[src/sst_cfg.svh]
`ifndef SST_CFG_SVH
`define SST_CFG_SVH

// Register indices on the serial register port.
`define SST_ADDR_DCR 6'h01
`define SST_ADDR_STS 6'h02
`define SST_ADDR_SELF_TEST_STATUS 6'h03
`define SST_ADDR_DIAG 6'h04
`define SST_ADDR_XCST 6'h05
`define SST_ADDR_DATA0 6'h06
`define SST_ADDR_DATA1 6'h07
`define SST_ADDR_TAG 6'h10

// Direct command codes in the low half of a command write.
`define SST_CMD_EOP 16'h00A5
`define SST_CMD_SELFTEST 16'h005A
`define SST_CMD_SWRST 16'h0F0F
`define SST_CMD_ON1 16'h0011
`define SST_CMD_OFF1 16'h0010
`define SST_CMD_ON2 16'h0021
`define SST_CMD_OFF2 16'h0020
`define SST_CMD_AUXON 16'h0031
`define SST_CMD_AUXOFF 16'h0030

// Self-test setting fields and reset value.
`define SST_STS_RESET 16'h0000
`define SST_STS_START 0
`define SST_STS_MASTER 1
`define SST_STS_ABORT 2
`define SST_STS_SEL_LO 5
`define SST_STS_SEL_HI 9
`define SST_STS_LEVEL 10
`define SST_STS_TAGEN 11
`define SST_SEL_OUT1 5'h15
`define SST_SEL_OUT2 5'h16

// Self-test status fields.
`define SST_SELF_TEST_STATUS_BETEST 0
`define SST_SELF_TEST_STATUS_CRC 1
`define SST_SELF_TEST_STATUS_TAG 2

// Buffer empty code.
`define SST_EMPTY_CODE 16'h01F0

// Timing.
`define SST_CLK_NS 10
`define SST_US_NS 1000
`define SST_US_CYCLES (`SST_US_NS / `SST_CLK_NS)
`define SST_LONG_US 512
`define SST_SHORT_US 128

`endif

[src/sst_pkg.sv]
package sst_pkg;

   // One request from the serial register port decoder.
   typedef struct packed {
      logic wr;
      logic rd;
      logic [5:0] addr;
      logic [31:0] wdata;
   } sst_req_s;

   // One decoded sensor word from the Manchester decoder.
   typedef struct packed {
      logic valid;
      logic chan;
      logic [2:0] slot;
      logic crcErr;
      logic [15:0] word;
   } sst_dec_s;

   // Analog comparator levels, per line where paired.
   typedef struct packed {
      logic [1:0] uv;
      logic [1:0] stb;
      logic [1:0] ground_short;
      logic auxUv;
   } sst_ana_s;

   // One buffered data word.
   typedef struct packed {
      logic crcErr;
      logic [4:0] tag;
      logic [15:0] word;
   } sst_buf_s;

   typedef enum logic [3:0] {
      XC_IDLE,
      XC_SLV_SINK,
      XC_STB_ON,
      XC_STB_SINK,
      XC_PH1_ON,
      XC_PH1_SINK,
      XC_PH2_ON,
      XC_PH2_SINK
   } sst_xc_e;

endpackage

[src/sst_us_tick.sv]
`timescale 1ns/10ps
// Divides the system clock down to a one-cycle tick each microsecond.
module sst_us_tick #(
   parameter int unsigned DIV = 100
) (
   // Clock and reset.
   input wire logic clk,
   input wire logic rst,
   // Tick.
   output logic tick
);
   logic [15:0] count_q;

   // Counts DIV cycles and pulses once per wrap.
   always_ff @(posedge clk)
   begin
      if (rst)
      begin
         count_q <= 16'h0000;
         tick <= 1'b0;
      end
      else if (count_q == 16'(DIV - 1))
      begin
         count_q <= 16'h0000;
         tick <= 1'b1;
      end
      else
      begin
         count_q <= count_q + 16'h0001;
         tick <= 1'b0;
      end
   end
endmodule

[src/sst_selftest.sv]
`timescale 1ns/10ps
`include "sst_cfg.svh"

// How it works
// - Each channel and slot holds a 5-bit tag returned with that slot's data.
// - With tagging on, data frames carry a summary fault bit for aux or parity faults.
// - Tag and decoded word enter the data buffer in one write, slot from the decoder word.
// - After self-test entry, test bits force CRC and tag mismatches.
// - After each data read, empty code is written and checked; mismatch latches fault.
// - Buffer test bit keeps old data on read, so the fault is raised.
// - Test level bit drives the selected data output statically high or low.
// - Select pattern 10101 tests output 1, 10110 output 2, anything else none.
// - At most one data output is ever in test mode.
// - Start accepted only with both lines off; otherwise refused and results cleared.
// - During a running test, line-on and aux-disable commands are ignored.
// - Only the abort bit or a reset stops a test early; aborted flag only in master mode.
// - Running flag high only during a test; done flag raised at its end.
// - Done, aborted and result flags clear on read or on any start request.
// - Ground-short status bits show test results after a master test until cleared.
// - Slave mode sinks both lines 512 us, then passes each line showing no undervoltage.
// - Master battery-short phase per channel: 512 us on, check, 128 us sink.
// - Phase 1 with line 1 alone: ground-short and line 2 coupling checks.
// - Phase 2 mirrors phase 1 for line 2 alone, setting line 1 coupling result.
// - Master test ends by itself after its timed phases.
// - Undervoltage shows only while its line is on, debounced, in real time.
// - Any reset turns lines off; afterwards faults clear and lines stay off.
// - Configuration and self-test entry accepted only before end of programming.
module sst_selftest #(
   parameter int unsigned US_DIV = `SST_US_CYCLES,
   parameter int unsigned LONG_US = `SST_LONG_US,
   parameter int unsigned SHORT_US = `SST_SHORT_US
) (
   // Clock and reset.
   input wire logic clk,
   input wire logic rst,
   // Register port requests and read answer.
   input sst_pkg::sst_req_s req,
   output logic [31:0] rdData,
   output logic rdValid,
   // Decoder words and decoded data outputs.
   input sst_pkg::sst_dec_s dec,
   input wire logic [1:0] decOut,
   output logic [1:0] dataOut,
   output logic crcForce,
   // Analog monitors and other fault sources.
   input sst_pkg::sst_ana_s ana,
   input wire logic parityFault,
   // Supply line controls.
   output logic [1:0] lineEnable,
   output logic [1:0] dischargeSink,
   output logic faultMask,
   output logic auxEnable
);
   import sst_pkg::*;

   logic softRst_q;
   logic rstAll;
   sst_ana_s sync1_q, sync2_q, sync3_q, filt_q;
   logic [15:0] sts_q;
   logic [2:0] self_test_status_q;
   logic selfTest_q, eop_q;
   logic [4:0] tagTable [16];
   sst_buf_s buf_q [2];
   logic [1:0] checkPend_q, beFault_q;
   sst_xc_e state_q;
   logic master_q, stbCh_q, stgHold_q, doneFlag_q, abortFlag_q;
   logic [1:0] excl_q, chRes_q, stbRes_q, stgRes_q;
   logic [9:0] timer_q;
   logic usTick, timerEnd;
   logic dcrWr, startReq, abortReq, xcRead, diagRead, running;
   logic [1:0] dataRead;
   logic [15:0] cmd;
   logic [4:0] outSel;
   logic [31:0] rdNext;

   // Soft reset joins the port reset for everything but itself.
   assign rstAll = rst | softRst_q;
   assign dcrWr = req.wr && req.addr == `SST_ADDR_DCR;
   assign cmd = req.wdata[15:0];
   assign startReq = req.wr && req.addr == `SST_ADDR_STS && req.wdata[`SST_STS_START];
   assign abortReq = req.wr && req.addr == `SST_ADDR_STS && req.wdata[`SST_STS_ABORT];
   assign xcRead = req.rd && req.addr == `SST_ADDR_XCST;
   assign diagRead = req.rd && req.addr == `SST_ADDR_DIAG;
   assign dataRead[0] = req.rd && req.addr == `SST_ADDR_DATA0;
   assign dataRead[1] = req.rd && req.addr == `SST_ADDR_DATA1;
   assign running = state_q != XC_IDLE;
   assign timerEnd = timer_q == 10'h000;
   assign outSel = sts_q[`SST_STS_SEL_HI:`SST_STS_SEL_LO];

   // Microsecond time base for every phase of the coupling test.
   sst_us_tick #(
      .DIV(US_DIV)
   ) u_tick (
      .clk(clk),
      .rst(rstAll),
      .tick(usTick)
   );

   // Builds the frame returned for a data read of one channel.
   function automatic logic [31:0] dataFrame(input sst_buf_s b, input logic tagOn,
                                             input logic gFault);
      dataFrame = {tagOn & gFault, b.crcErr, 9'h000, b.tag, b.word};
   endfunction

   // Self-clearing soft reset command.
   always_ff @(posedge clk)
   begin
      if (rst)
         softRst_q <= 1'b0;
      else
         softRst_q <= dcrWr && cmd == `SST_CMD_SWRST;
   end

   // Two-flop synchronisers, then a filter that follows two agreeing samples.
   always_ff @(posedge clk)
   begin
      if (rstAll)
      begin
         sync1_q <= '0;
         sync2_q <= '0;
         sync3_q <= '0;
         filt_q <= '0;
      end
      else
      begin
         sync1_q <= ana;
         sync2_q <= sync1_q;
         sync3_q <= sync2_q;
         if (sync2_q == sync3_q)
            filt_q <= sync2_q;
      end
   end

   // Configuration, self-test entry and end of programming.
   always_ff @(posedge clk)
   begin
      if (rstAll)
      begin
         sts_q <= `SST_STS_RESET;
         self_test_status_q <= 3'b000;
         selfTest_q <= 1'b0;
         eop_q <= 1'b0;
      end
      else if (req.wr)
      begin
         if (dcrWr && cmd == `SST_CMD_EOP)
            eop_q <= 1'b1;
         if (dcrWr && cmd == `SST_CMD_SELFTEST && !eop_q)
            selfTest_q <= 1'b1;
         if (req.addr == `SST_ADDR_STS && !eop_q)
            sts_q <= req.wdata[15:0];
         if (req.addr == `SST_ADDR_SELF_TEST_STATUS)
            self_test_status_q <= req.wdata[2:0];
      end
   end

   // Slot tag table, two channels of eight slots, locked after programming.
   always_ff @(posedge clk)
   begin
      if (rstAll)
      begin
         for (int i = 0; i < 16; i++)
            tagTable[i] <= 5'h00;
      end
      else if (req.wr && req.addr[5:4] == `SST_ADDR_TAG >> 4 && !eop_q)
         tagTable[req.addr[3:0]] <= req.wdata[4:0];
   end

   // Data buffers: decoder fills, reads empty them.
   always_ff @(posedge clk)
   begin
      if (rstAll)
      begin
         for (int c = 0; c < 2; c++)
            buf_q[c] <= '{crcErr: 1'b0, tag: 5'h00, word: `SST_EMPTY_CODE};
         checkPend_q <= 2'b00;
      end
      else
      begin
         for (int c = 0; c < 2; c++)
         begin
            checkPend_q[c] <= 1'b0;
            if (dec.valid && dec.chan == 1'(c))
            begin
               // Tag and word land together; self-test may corrupt either check.
               buf_q[c] <= '{
                  crcErr: dec.crcErr | (selfTest_q & self_test_status_q[`SST_SELF_TEST_STATUS_CRC]),
                  tag: tagTable[{dec.chan, dec.slot}]
                       ^ {5{selfTest_q & self_test_status_q[`SST_SELF_TEST_STATUS_TAG]}},
                  word: dec.word};
            end
            else if (dataRead[c])
            begin
               if (!self_test_status_q[`SST_SELF_TEST_STATUS_BETEST])
                  buf_q[c].word <= `SST_EMPTY_CODE;
               checkPend_q[c] <= 1'b1;
            end
         end
      end
   end

   // Empty check one cycle after a read; fault clears on diagnostic register read, set wins.
   always_ff @(posedge clk)
   begin
      if (rstAll)
         beFault_q <= 2'b00;
      else
      begin
         for (int c = 0; c < 2; c++)
         begin
            if (checkPend_q[c] && buf_q[c].word != `SST_EMPTY_CODE)
               beFault_q[c] <= 1'b1;
            else if (diagRead)
               beFault_q[c] <= 1'b0;
         end
      end
   end

   // Data outputs: select decode allows one channel under test at most.
   always_ff @(posedge clk)
   begin
      if (rstAll)
      begin
         dataOut <= 2'b00;
         crcForce <= 1'b0;
      end
      else
      begin
         dataOut[0] <= outSel == `SST_SEL_OUT1 ? sts_q[`SST_STS_LEVEL] : decOut[0];
         dataOut[1] <= outSel == `SST_SEL_OUT2 ? sts_q[`SST_STS_LEVEL] : decOut[1];
         crcForce <= selfTest_q & self_test_status_q[`SST_SELF_TEST_STATUS_CRC];
      end
   end

   // Phase timer counting microsecond ticks down to zero.
   always_ff @(posedge clk)
   begin
      if (rstAll)
         timer_q <= 10'h000;
      else if (!running && startReq && lineEnable == 2'b00)
         timer_q <= 10'(LONG_US);
      else if (running && timerEnd)
      begin
         unique case (state_q)
            XC_STB_ON, XC_PH1_ON, XC_PH2_ON:
               timer_q <= 10'(SHORT_US);
            default:
               timer_q <= 10'(LONG_US);
         endcase
      end
      else if (usTick && !timerEnd)
         timer_q <= timer_q - 10'h001;
   end

   // Coupling test sequencer, which also owns the supply line controls.
   always_ff @(posedge clk)
   begin
      if (rstAll)
      begin
         state_q <= XC_IDLE;
         lineEnable <= 2'b00;
         dischargeSink <= 2'b00;
         faultMask <= 1'b0;
         auxEnable <= 1'b1;
         master_q <= 1'b0;
         stbCh_q <= 1'b0;
         excl_q <= 2'b00;
      end
      else if (!running)
      begin
         if (startReq && lineEnable == 2'b00)
         begin
            master_q <= req.wdata[`SST_STS_MASTER];
            excl_q <= 2'b00;
            stbCh_q <= 1'b0;
            if (req.wdata[`SST_STS_MASTER])
            begin
               state_q <= XC_STB_ON;
               lineEnable <= 2'b01;
               faultMask <= 1'b1;
            end
            else
            begin
               state_q <= XC_SLV_SINK;
               dischargeSink <= 2'b11;
            end
         end
         else if (dcrWr)
         begin
            if (cmd == `SST_CMD_ON1)
               lineEnable[0] <= 1'b1;
            if (cmd == `SST_CMD_OFF1)
               lineEnable[0] <= 1'b0;
            if (cmd == `SST_CMD_ON2)
               lineEnable[1] <= 1'b1;
            if (cmd == `SST_CMD_OFF2)
               lineEnable[1] <= 1'b0;
            if (cmd == `SST_CMD_AUXON)
               auxEnable <= 1'b1;
            if (cmd == `SST_CMD_AUXOFF)
               auxEnable <= 1'b0;
         end
      end
      else if (abortReq)
      begin
         // Abort stops a running test before its timed phases end; line and aux commands are ignored while it runs.
         state_q <= XC_IDLE;
         lineEnable <= 2'b00;
         dischargeSink <= 2'b00;
         faultMask <= 1'b0;
      end
      else if (timerEnd)
      begin
         unique case (state_q)
            XC_SLV_SINK:
            begin
               dischargeSink <= 2'b00;
               state_q <= XC_IDLE;
            end
            XC_STB_ON:
            begin
               if (filt_q.stb[stbCh_q])
                  excl_q[stbCh_q] <= 1'b1;
               lineEnable <= 2'b00;
               dischargeSink[stbCh_q] <= 1'b1;
               state_q <= XC_STB_SINK;
            end
            XC_STB_SINK:
            begin
               dischargeSink <= 2'b00;
               if (!stbCh_q)
               begin
                  stbCh_q <= 1'b1;
                  lineEnable <= 2'b10;
                  state_q <= XC_STB_ON;
               end
               else if (!excl_q[0])
               begin
                  lineEnable <= 2'b01;
                  state_q <= XC_PH1_ON;
               end
               else if (!excl_q[1])
               begin
                  lineEnable <= 2'b10;
                  state_q <= XC_PH2_ON;
               end
               else
               begin
                  faultMask <= 1'b0;
                  state_q <= XC_IDLE;
               end
            end
            XC_PH1_ON:
            begin
               lineEnable <= 2'b00;
               dischargeSink <= 2'b01;
               state_q <= XC_PH1_SINK;
            end
            XC_PH1_SINK:
            begin
               dischargeSink <= 2'b00;
               if (!excl_q[1])
               begin
                  lineEnable <= 2'b10;
                  state_q <= XC_PH2_ON;
               end
               else
               begin
                  faultMask <= 1'b0;
                  state_q <= XC_IDLE;
               end
            end
            XC_PH2_ON:
            begin
               lineEnable <= 2'b00;
               dischargeSink <= 2'b10;
               state_q <= XC_PH2_SINK;
            end
            XC_PH2_SINK:
            begin
               dischargeSink <= 2'b00;
               faultMask <= 1'b0;
               state_q <= XC_IDLE;
            end
            XC_IDLE:
               state_q <= XC_IDLE;
         endcase
      end
   end

   // Test results: cleared by read or any start request, but a set in the same cycle wins.
   always_ff @(posedge clk)
   begin
      if (rstAll)
      begin
         doneFlag_q <= 1'b0;
         abortFlag_q <= 1'b0;
         chRes_q <= 2'b00;
         stbRes_q <= 2'b00;
         stgRes_q <= 2'b00;
         stgHold_q <= 1'b0;
      end
      else
      begin
         if (xcRead || startReq)
         begin
            doneFlag_q <= 1'b0;
            abortFlag_q <= 1'b0;
            chRes_q <= 2'b00;
            stbRes_q <= 2'b00;
            stgRes_q <= 2'b00;
            stgHold_q <= 1'b0;
         end
         if (running && abortReq)
            abortFlag_q <= master_q;
         else if (running && timerEnd)
         begin
            unique case (state_q)
               XC_SLV_SINK:
               begin
                  chRes_q <= ~filt_q.uv;
                  doneFlag_q <= 1'b1;
               end
               XC_STB_ON:
                  stbRes_q[stbCh_q] <= filt_q.stb[stbCh_q];
               XC_PH1_ON:
               begin
                  stgRes_q[0] <= filt_q.uv[0];
                  chRes_q[1] <= ~filt_q.uv[1];
               end
               XC_PH2_ON:
               begin
                  stgRes_q[1] <= filt_q.uv[1];
                  chRes_q[0] <= ~filt_q.uv[0];
               end
               XC_STB_SINK, XC_PH1_SINK, XC_PH2_SINK:
               begin
                  // Master sequence is over once no further phase will run.
                  if ((state_q == XC_STB_SINK && stbCh_q && excl_q == 2'b11)
                      || (state_q == XC_PH1_SINK && excl_q[1])
                      || state_q == XC_PH2_SINK)
                  begin
                     doneFlag_q <= 1'b1;
                     stgHold_q <= 1'b1;
                  end
               end
               XC_IDLE:
                  doneFlag_q <= doneFlag_q;
            endcase
         end
      end
   end

   // Read data mux for the register port.
   always_comb
   begin
      rdNext = 32'h0000_0000;
      unique case (req.addr)
         `SST_ADDR_STS:
            rdNext = {16'h0000, sts_q};
         `SST_ADDR_SELF_TEST_STATUS:
            rdNext = {29'h0000_0000, self_test_status_q};
         `SST_ADDR_DIAG:
         begin
            // Ground-short bits follow the line until a master test result is held.
            rdNext[0] = stgHold_q ? stgRes_q[0] : filt_q.ground_short[0] & lineEnable[0];
            rdNext[8] = stgHold_q ? stgRes_q[1] : filt_q.ground_short[1] & lineEnable[1];
            rdNext[1] = filt_q.uv[0] & lineEnable[0];
            rdNext[9] = filt_q.uv[1] & lineEnable[1];
            rdNext[2] = beFault_q[0];
            rdNext[10] = beFault_q[1];
            rdNext[3] = stbRes_q[0];
            rdNext[11] = stbRes_q[1];
         end
         `SST_ADDR_XCST:
            rdNext = {25'h0000000, stbRes_q, chRes_q, abortFlag_q, doneFlag_q, running};
         `SST_ADDR_DATA0:
            rdNext = dataFrame(buf_q[0], sts_q[`SST_STS_TAGEN], filt_q.auxUv | parityFault);
         `SST_ADDR_DATA1:
            rdNext = dataFrame(buf_q[1], sts_q[`SST_STS_TAGEN], filt_q.auxUv | parityFault);
         default:
            rdNext = 32'h0000_0000;
      endcase
   end

   // Registered read answer, one cycle after the request.
   always_ff @(posedge clk)
   begin
      if (rstAll)
      begin
         rdData <= 32'h0000_0000;
         rdValid <= 1'b0;
      end
      else
      begin
         rdValid <= req.rd;
         if (req.rd)
            rdData <= rdNext;
      end
   end
endmodule

[config.mk]
export PLATFORM = sky130hd
export DESIGN_NAME = sst_selftest
export DESIGN_NICKNAME = d
export VERILOG_FILES = /design/src/sst_pkg.sv /design/src/sst_us_tick.sv /design/src/sst_selftest.sv
export VERILOG_INCLUDE_DIRS = /design/src
export SDC_FILE = /design/constraint.sdc
export NUM_CORES = 1
export LEC_CHECK = 0
export ABC_AREA = 1
export BUFFER_PORTS_ARGS = -buffer_cell sky130_fd_sc_hd__buf_4
export CAP_MARGIN = 20
export CORE_ASPECT_RATIO = 0.9
export CORE_MARGIN = 4
export CORE_UTILIZATION = 59
export DETAILED_ROUTE_END_ITERATION = 8
export GPL_ROUTABILITY_DRIVEN = 1
export GPL_TIMING_DRIVEN = 0
export PLACE_DENSITY = 0.85
export SLEW_MARGIN = 40
export SYNTH_ARGS = -nofsm -noshare
export SYNTH_HDL_FRONTEND = slang
export SYNTH_SLANG_ARGS = --single-unit
[constraint.sdc]
create_clock -name clk -period 2.6 [get_ports clk]
set_input_delay 0 -clock clk [delete_from_list [all_inputs] [get_ports clk]]
set_output_delay 0 -clock clk [all_outputs]
set_load 0.01 [all_outputs]
== Word-level counts from Yosys, hierarchy flattened ==
Memory sizes are Yosys's and may differ from the RTL's.
Index checks and enable logic that the tools add are counted.
Operators by class
  equal/unequal tests: 45
  reductions and logical operators: 72
  mux-type cells: 128
  order comparisons: 2
  bitwise logic cells: 23
  add/subtract/negate cells: 2
Operator list (number)
  1-bit 2-to-1 mux: 66
  16-bit by 6-bit == test with 1-bit output, second input constant: 4
  2-bit 2-to-1 mux: 32
  20-bit case mux with 3 select lines: 1
  4-bit case mux with 6 select lines: 2
  22-bit 2-to-1 mux: 2
  10-bit 2-to-1 mux: 4
  16-bit by 5-bit == test with 1-bit output, second input constant: 2
  16-bit by 7-bit == test with 1-bit output, second input constant: 2
  16-bit 2-to-1 mux: 2
  16-bit by 9-bit != test with 1-bit output, second input constant: 2
  4-bit case mux with 4 select lines: 2
  1-bit logical AND: 29
  6-bit by 3-bit == test with 1-bit output, second input constant: 4
  4-bit 2-to-1 mux: 5
  16-bit by 1-bit adder with 16-bit output, second input constant: 1
  16-bit by 12-bit == test with 1-bit output, second input constant: 1
  16-bit by 8-bit == test with 1-bit output, second input constant: 1
  4-bit by 3-bit == test with 1-bit output, second input constant: 4
  5-bit AND reduction: 3
  2-bit nonzero test: 7
  6-bit by 2-bit == test with 1-bit output, second input constant: 2
  2-bit AND reduction: 6
  4-bit AND reduction: 3
  other kinds (43): 85
Word-level totals
  register bits after elaboration: 140
  input bits: 74
  memories kept: 2
  memory bits (writable): 124
Memory list
  tagTable: depth 16, bits a word 5, read ports 1, clocked after Yosys merged registers in 0, write ports 16, line sst_selftest.sv:62  | logic [4:0] tagTable [16];
  buf_q: depth 2, bits a word 22, read ports 2, clocked after Yosys merged registers in 0, write ports 2, line sst_selftest.sv:63  | sst_buf_s buf_q [2];

== Longest topological paths before layout ==
  depth after elaboration: 10
  depth in mapped cells: 11

== By module ==
A second synthesis with hierarchy kept.
Unflattened totals
  cells, all modules: 1487
  area, all modules: 11815.1 um2
Modules (own cells, without submodules)
  sst_selftest: cells each 1364, area an instance 10949.3 um2, times used 1
  sst_us_tick: cells each 123, area an instance 865.8 um2, times used 1

== Worst setup path after synthesis ==
No wires, ideal clock.
  path type: register to register
  start: reg softRst_q
  end: mem buf_q[0][0] in the netlist's numbering (enable)
  data arrival time: 1.495 ns
  stages on the path, launching flop included: 8
  setup time: 0.372 ns
  path slack: 0.733 ns
  path through: dfxtp_1 or2_1 buf_6 a21oi_2 inv_1 nor3_4 nand2_2 nand2_1
RTL lines
  from (decl): line sst_selftest.sv:56  | logic softRst_q;
  from (signal assigned): line sst_selftest.sv:111  | softRst_q <= dcrWr && cmd == `SST_CMD_SWRST;
  to (decl): line sst_selftest.sv:63

== Worst setup path after layout ==
  start: in req[5] in the netlist's numbering
  end: reg softRst_q
Between the ends
  cells in the longest elaborated chain, start to end: 2
Ends and longest elaborated chain
  from (decl): line sst_selftest.sv:37  | input sst_pkg::sst_req_s req,
  16-bit by 12-bit == test with 1-bit output (no source line)
  1-bit logical AND (no source line)
No other way between the ends.
A chain may end at the register's enable or synchronous reset.

==> flow_summary_export.csv <==
group,metric,value,unit
setup_path,r2r_start,"softRst_q",
place,dpl_cell_area,12600,um^2
min_path,min_from,"req[39]",
min_path,holdPathStages,4,
route,antenna_left,0,
setup_path,cpMaxStageDelayCell,"dlygate4sd3_1",
final_layout,final_core_util,0.731,
setup_path,critPathMaxFanout,3,
timing,finalSetupViolations,0,
timing,final-hold-violation-count,0,
synth,yosys_warnings,0,
place,pre_cts_ws,427,ps
timing,fmax,389,MHz
timing,final.setup_skew,8.80,ps
grt,grt_pass1_wl,52800,um
route,dr.first_iter.drc_count,1608,
synth,syn-mean-instance-area,8.06,um^2
setup_path,cp-end-kind,"register",
clock_network,clock_latency,530,ps
setup_path,cpMostUsedCell,"dlygate4sd3_1",
run_status,status,"finished, final reports clean",
timing,tightest_slew,745,ps
final_layout,stdcell_area,14100,um^2
setup_path,arrival,3040,ps
die,core-area,19300,um^2
grt,grt_pass1_vias,10563,
timing,finalWorstSetupSlack,30.8,ps
clock_network,h-tree-depth,1,
synth,synth.distinct_cells,47,
route,routed_wl,33800,um
clock_network,path_clk_slew,70,ps
place,gp_congestion,0.962,
power,vdd_drop_max,0.610,mV
setup_path,crit_required,3070,ps
grt,grt_usage,0.297,
power,power_density,739,nW/um^2
die,initial_core_util,0.604,
synth,ys_seq_area_frac,0.530,
timing,timing.slew.headroom,0.502,
die,die_h,141,um
setup_path,path_delay_family,"buffers and inverters",
final_layout,drive_above_1_share,0.116,
job,cap_viol_max_count,0,
grt,antenna_found_initial,0,
die,die-area,22000,um^2
clock_network,cts_root_buf,"clkbuf_16",
timing,finalCritPeriodShare,0.988,
clock_network,clkSinkCount,254,
place,dpl.hpwl,23100,um
die,pin_count,116,
route,drc,0,
die,std_cell_rows,48,
final_layout,nNetsFinal,1701,
place,io_buffers,87,
grt,grt_overflow,0,
setup_path,crit_path_start_kind,"primary input",
timing,min_period,2570,ps
setup_path,r2r_cells,10,
setup_path,path_class,"in -> reg",
setup_path,reg2reg_slack,370,ps
synth,syn_inst,1444,
setup_path,crit_buf_inv,6,
min_path,whs_endpoint,"self_test_status_q[1]",
timing,drv_slew,0,
setup_path,crit_path_cell_trace,"dlygate4sd3_1 > buf_4 > inv_2 > nand4_1 > nor3_2 > dlygate4sd3_1 > nand3_1 > dlygate4sd3_1 > nor3_1 > dlygate4sd3_1",
clock_network,tritoncts,"built",
synth,synth_edf_count,108,
clock_network,clockBufferDepth,3,
setup_path,critPathMaxStageDelay,580,ps
power,p_leak,5.93,nW
route,viasPerCell,5.81,
synth,async_reset_ff_frac,0,
setup_path,r2r-end,"buf_q[1][14]",
final_layout,area_delta_synth_final,21.0,%
min_path,hold_path.class,"in -> reg",
grt,grt_max_degree,17,
synth,synthFlopType,"dfxtp_1",
clock_network,cts_made_buffers,26,
synth,syn_area,11600,um^2
route,first_pass_iters,6,
route,num_vias,11009,
synth,synth-seq-cells,254,
clock_network,cts_setup_buffers,0,
route,wl_per_cell,17.8,um
die,die_w,156,um
-- synth_stat cells (all sizes together) (2+ instances only) --
cell,count,share of area
nor2,218,0.073
nor4,13,0.0083
clkinv,4,0.0013
a21oi,128,0.056
o21ai,89,0.039
o211ai,26,0.017
nor3b,2,0.0013
clkbuf,32,0.010
xor2,9,0.0068
nand3,88,0.039
o31ai,2,0.0013
nor3,25,0.013
o22ai,6,0.0032
buf,36,0.018
inv,172,0.055
edfxtp,108,0.28
ha,3,0.0032
or2,10,0.0054
dfxtp,146,0.25
o2111ai,4,0.0030
a211oi,4,0.0026
a31oi,6,0.0032
a22o,6,0.0045
nand4,14,0.0075
nand2,282,0.092
xnor2,5,0.0038
-- per-stage QoR --
step	cells	power [mW]	hold WS [ps]	setup TNS, ps
global placement	1789	6.49	214	0
global route	1894	10.8	51.4	-19.8
CTS	1894	10.3	9.23	0
floorplan	1452	5.92	112	0
finish	1895	10.4	22.2	0
detailed placement	1789	6.55	222	0
-- report_power, final --
part	total, mW	switching [mW]	internal [mW]	leakage (nW)
Clock	3.81	1.57	2.24	0.445
Combinational	1.97	1.28	0.680	3.18
Sequential	4.63	0.219	4.41	2.30
Total	10.4	3.08	7.33	5.93
-- kinds of logic (layout without fill, tap and decap cells) --
family,Yosys count,in the layout,synth area share
simple gates,654,654,0.240
buf+inv,244,436,0.0848
compound gates,274,274,0.132
fa+ha+maj,3,3,0.00322
flops,254,254,0.530
xor+xnor,14,14,0.0105
other cells,1,10,0.000322
-- layout by cell type (no fill, tap or decap), drive strengths merged, types with 3 or more instances in the layout --
cell type	netlist	routed
nand2	282	282
nor2	218	218
inv	172	174
dfxtp	146	146
a21oi	128	128
buf	36	123
edfxtp	108	108
o21ai	89	89
nand3	88	88
clkbuf	32	67
dlygate4sd3	0	57
o211ai	26	26
nor3	25	25
nand4	14	14
nor4	13	13
clkinv	4	13
or2	10	10
xor2	9	9
conb	1	9
o22ai	6	6
a22o	6	6
a31oi	6	6
xnor2	5	5
o2111ai	4	4
a211oi	4	4
ha	3	3
-- layout make-up --
cell class                 instances  area (um^2)
inverter                         176          661
clock inverter                    13          118
timing repair buffer             144         1220
tap                              250          313
sequential                       254         6170
clock buffer                      35          756
multi-input combinational        954         4520
buffer                            68          327
fill                            1368         5190
antenna                            1         2.50
-- worst max-delay path by stage --
stage / from / end / slack (ps) / cells past startpoint
6_report: req[5] / softRst_q / 30 / 10
5_1_grt: req[5] / softRst_q / -20 / 10
4_1_cts: req[5] / softRst_q / 130 / 10
3_5_place_dp: softRst_q / buf_q[0][4] / 430 / 7
3_3_place_gp: softRst_q / buf_q[0][4] / 480 / 7
2_1_floorplan: softRst_q / buf_q[0][0] / 730 / 7
-- registers in the layout, summed over array words and instances (netlist names), 3 cells and up --
name,count
timer_q,10
state_q,3
sts_q,16
rdData,23
tagTable,80
self_test_status_q,3
sync3_q,7
buf_q,44
sync2_q,7
sync1_q,7
u_tick.count_q,16
filt_q,7
-- metal layers --
| layer | GRT usage | vias up | part of all wire |
|---|---|---|---|
| li1 | - | 5124 | - |
| met1 | 0.398 | 5024 | 0.38 |
| met2 | 0.483 | 741 | 0.46 |
| met3 | 0.0671 | 120 | 0.13 |
| met4 | 0.0995 | 0 | 0.037 |
| met5 | 0 | - | 0 |
-- repair_timing --
item	in CTS	in global routing
endpoints found under the setup margin	0	1
hold endpoints to repair	64	0
resized for setup	0	2
hold buffers	57	0
-- worst min-delay path, cell delays in order --
cell and delay (ps):
buf_4 130, inv_1 120, nor2_1 120, a21oi_1 140
(Power assumes the default switching activity.)
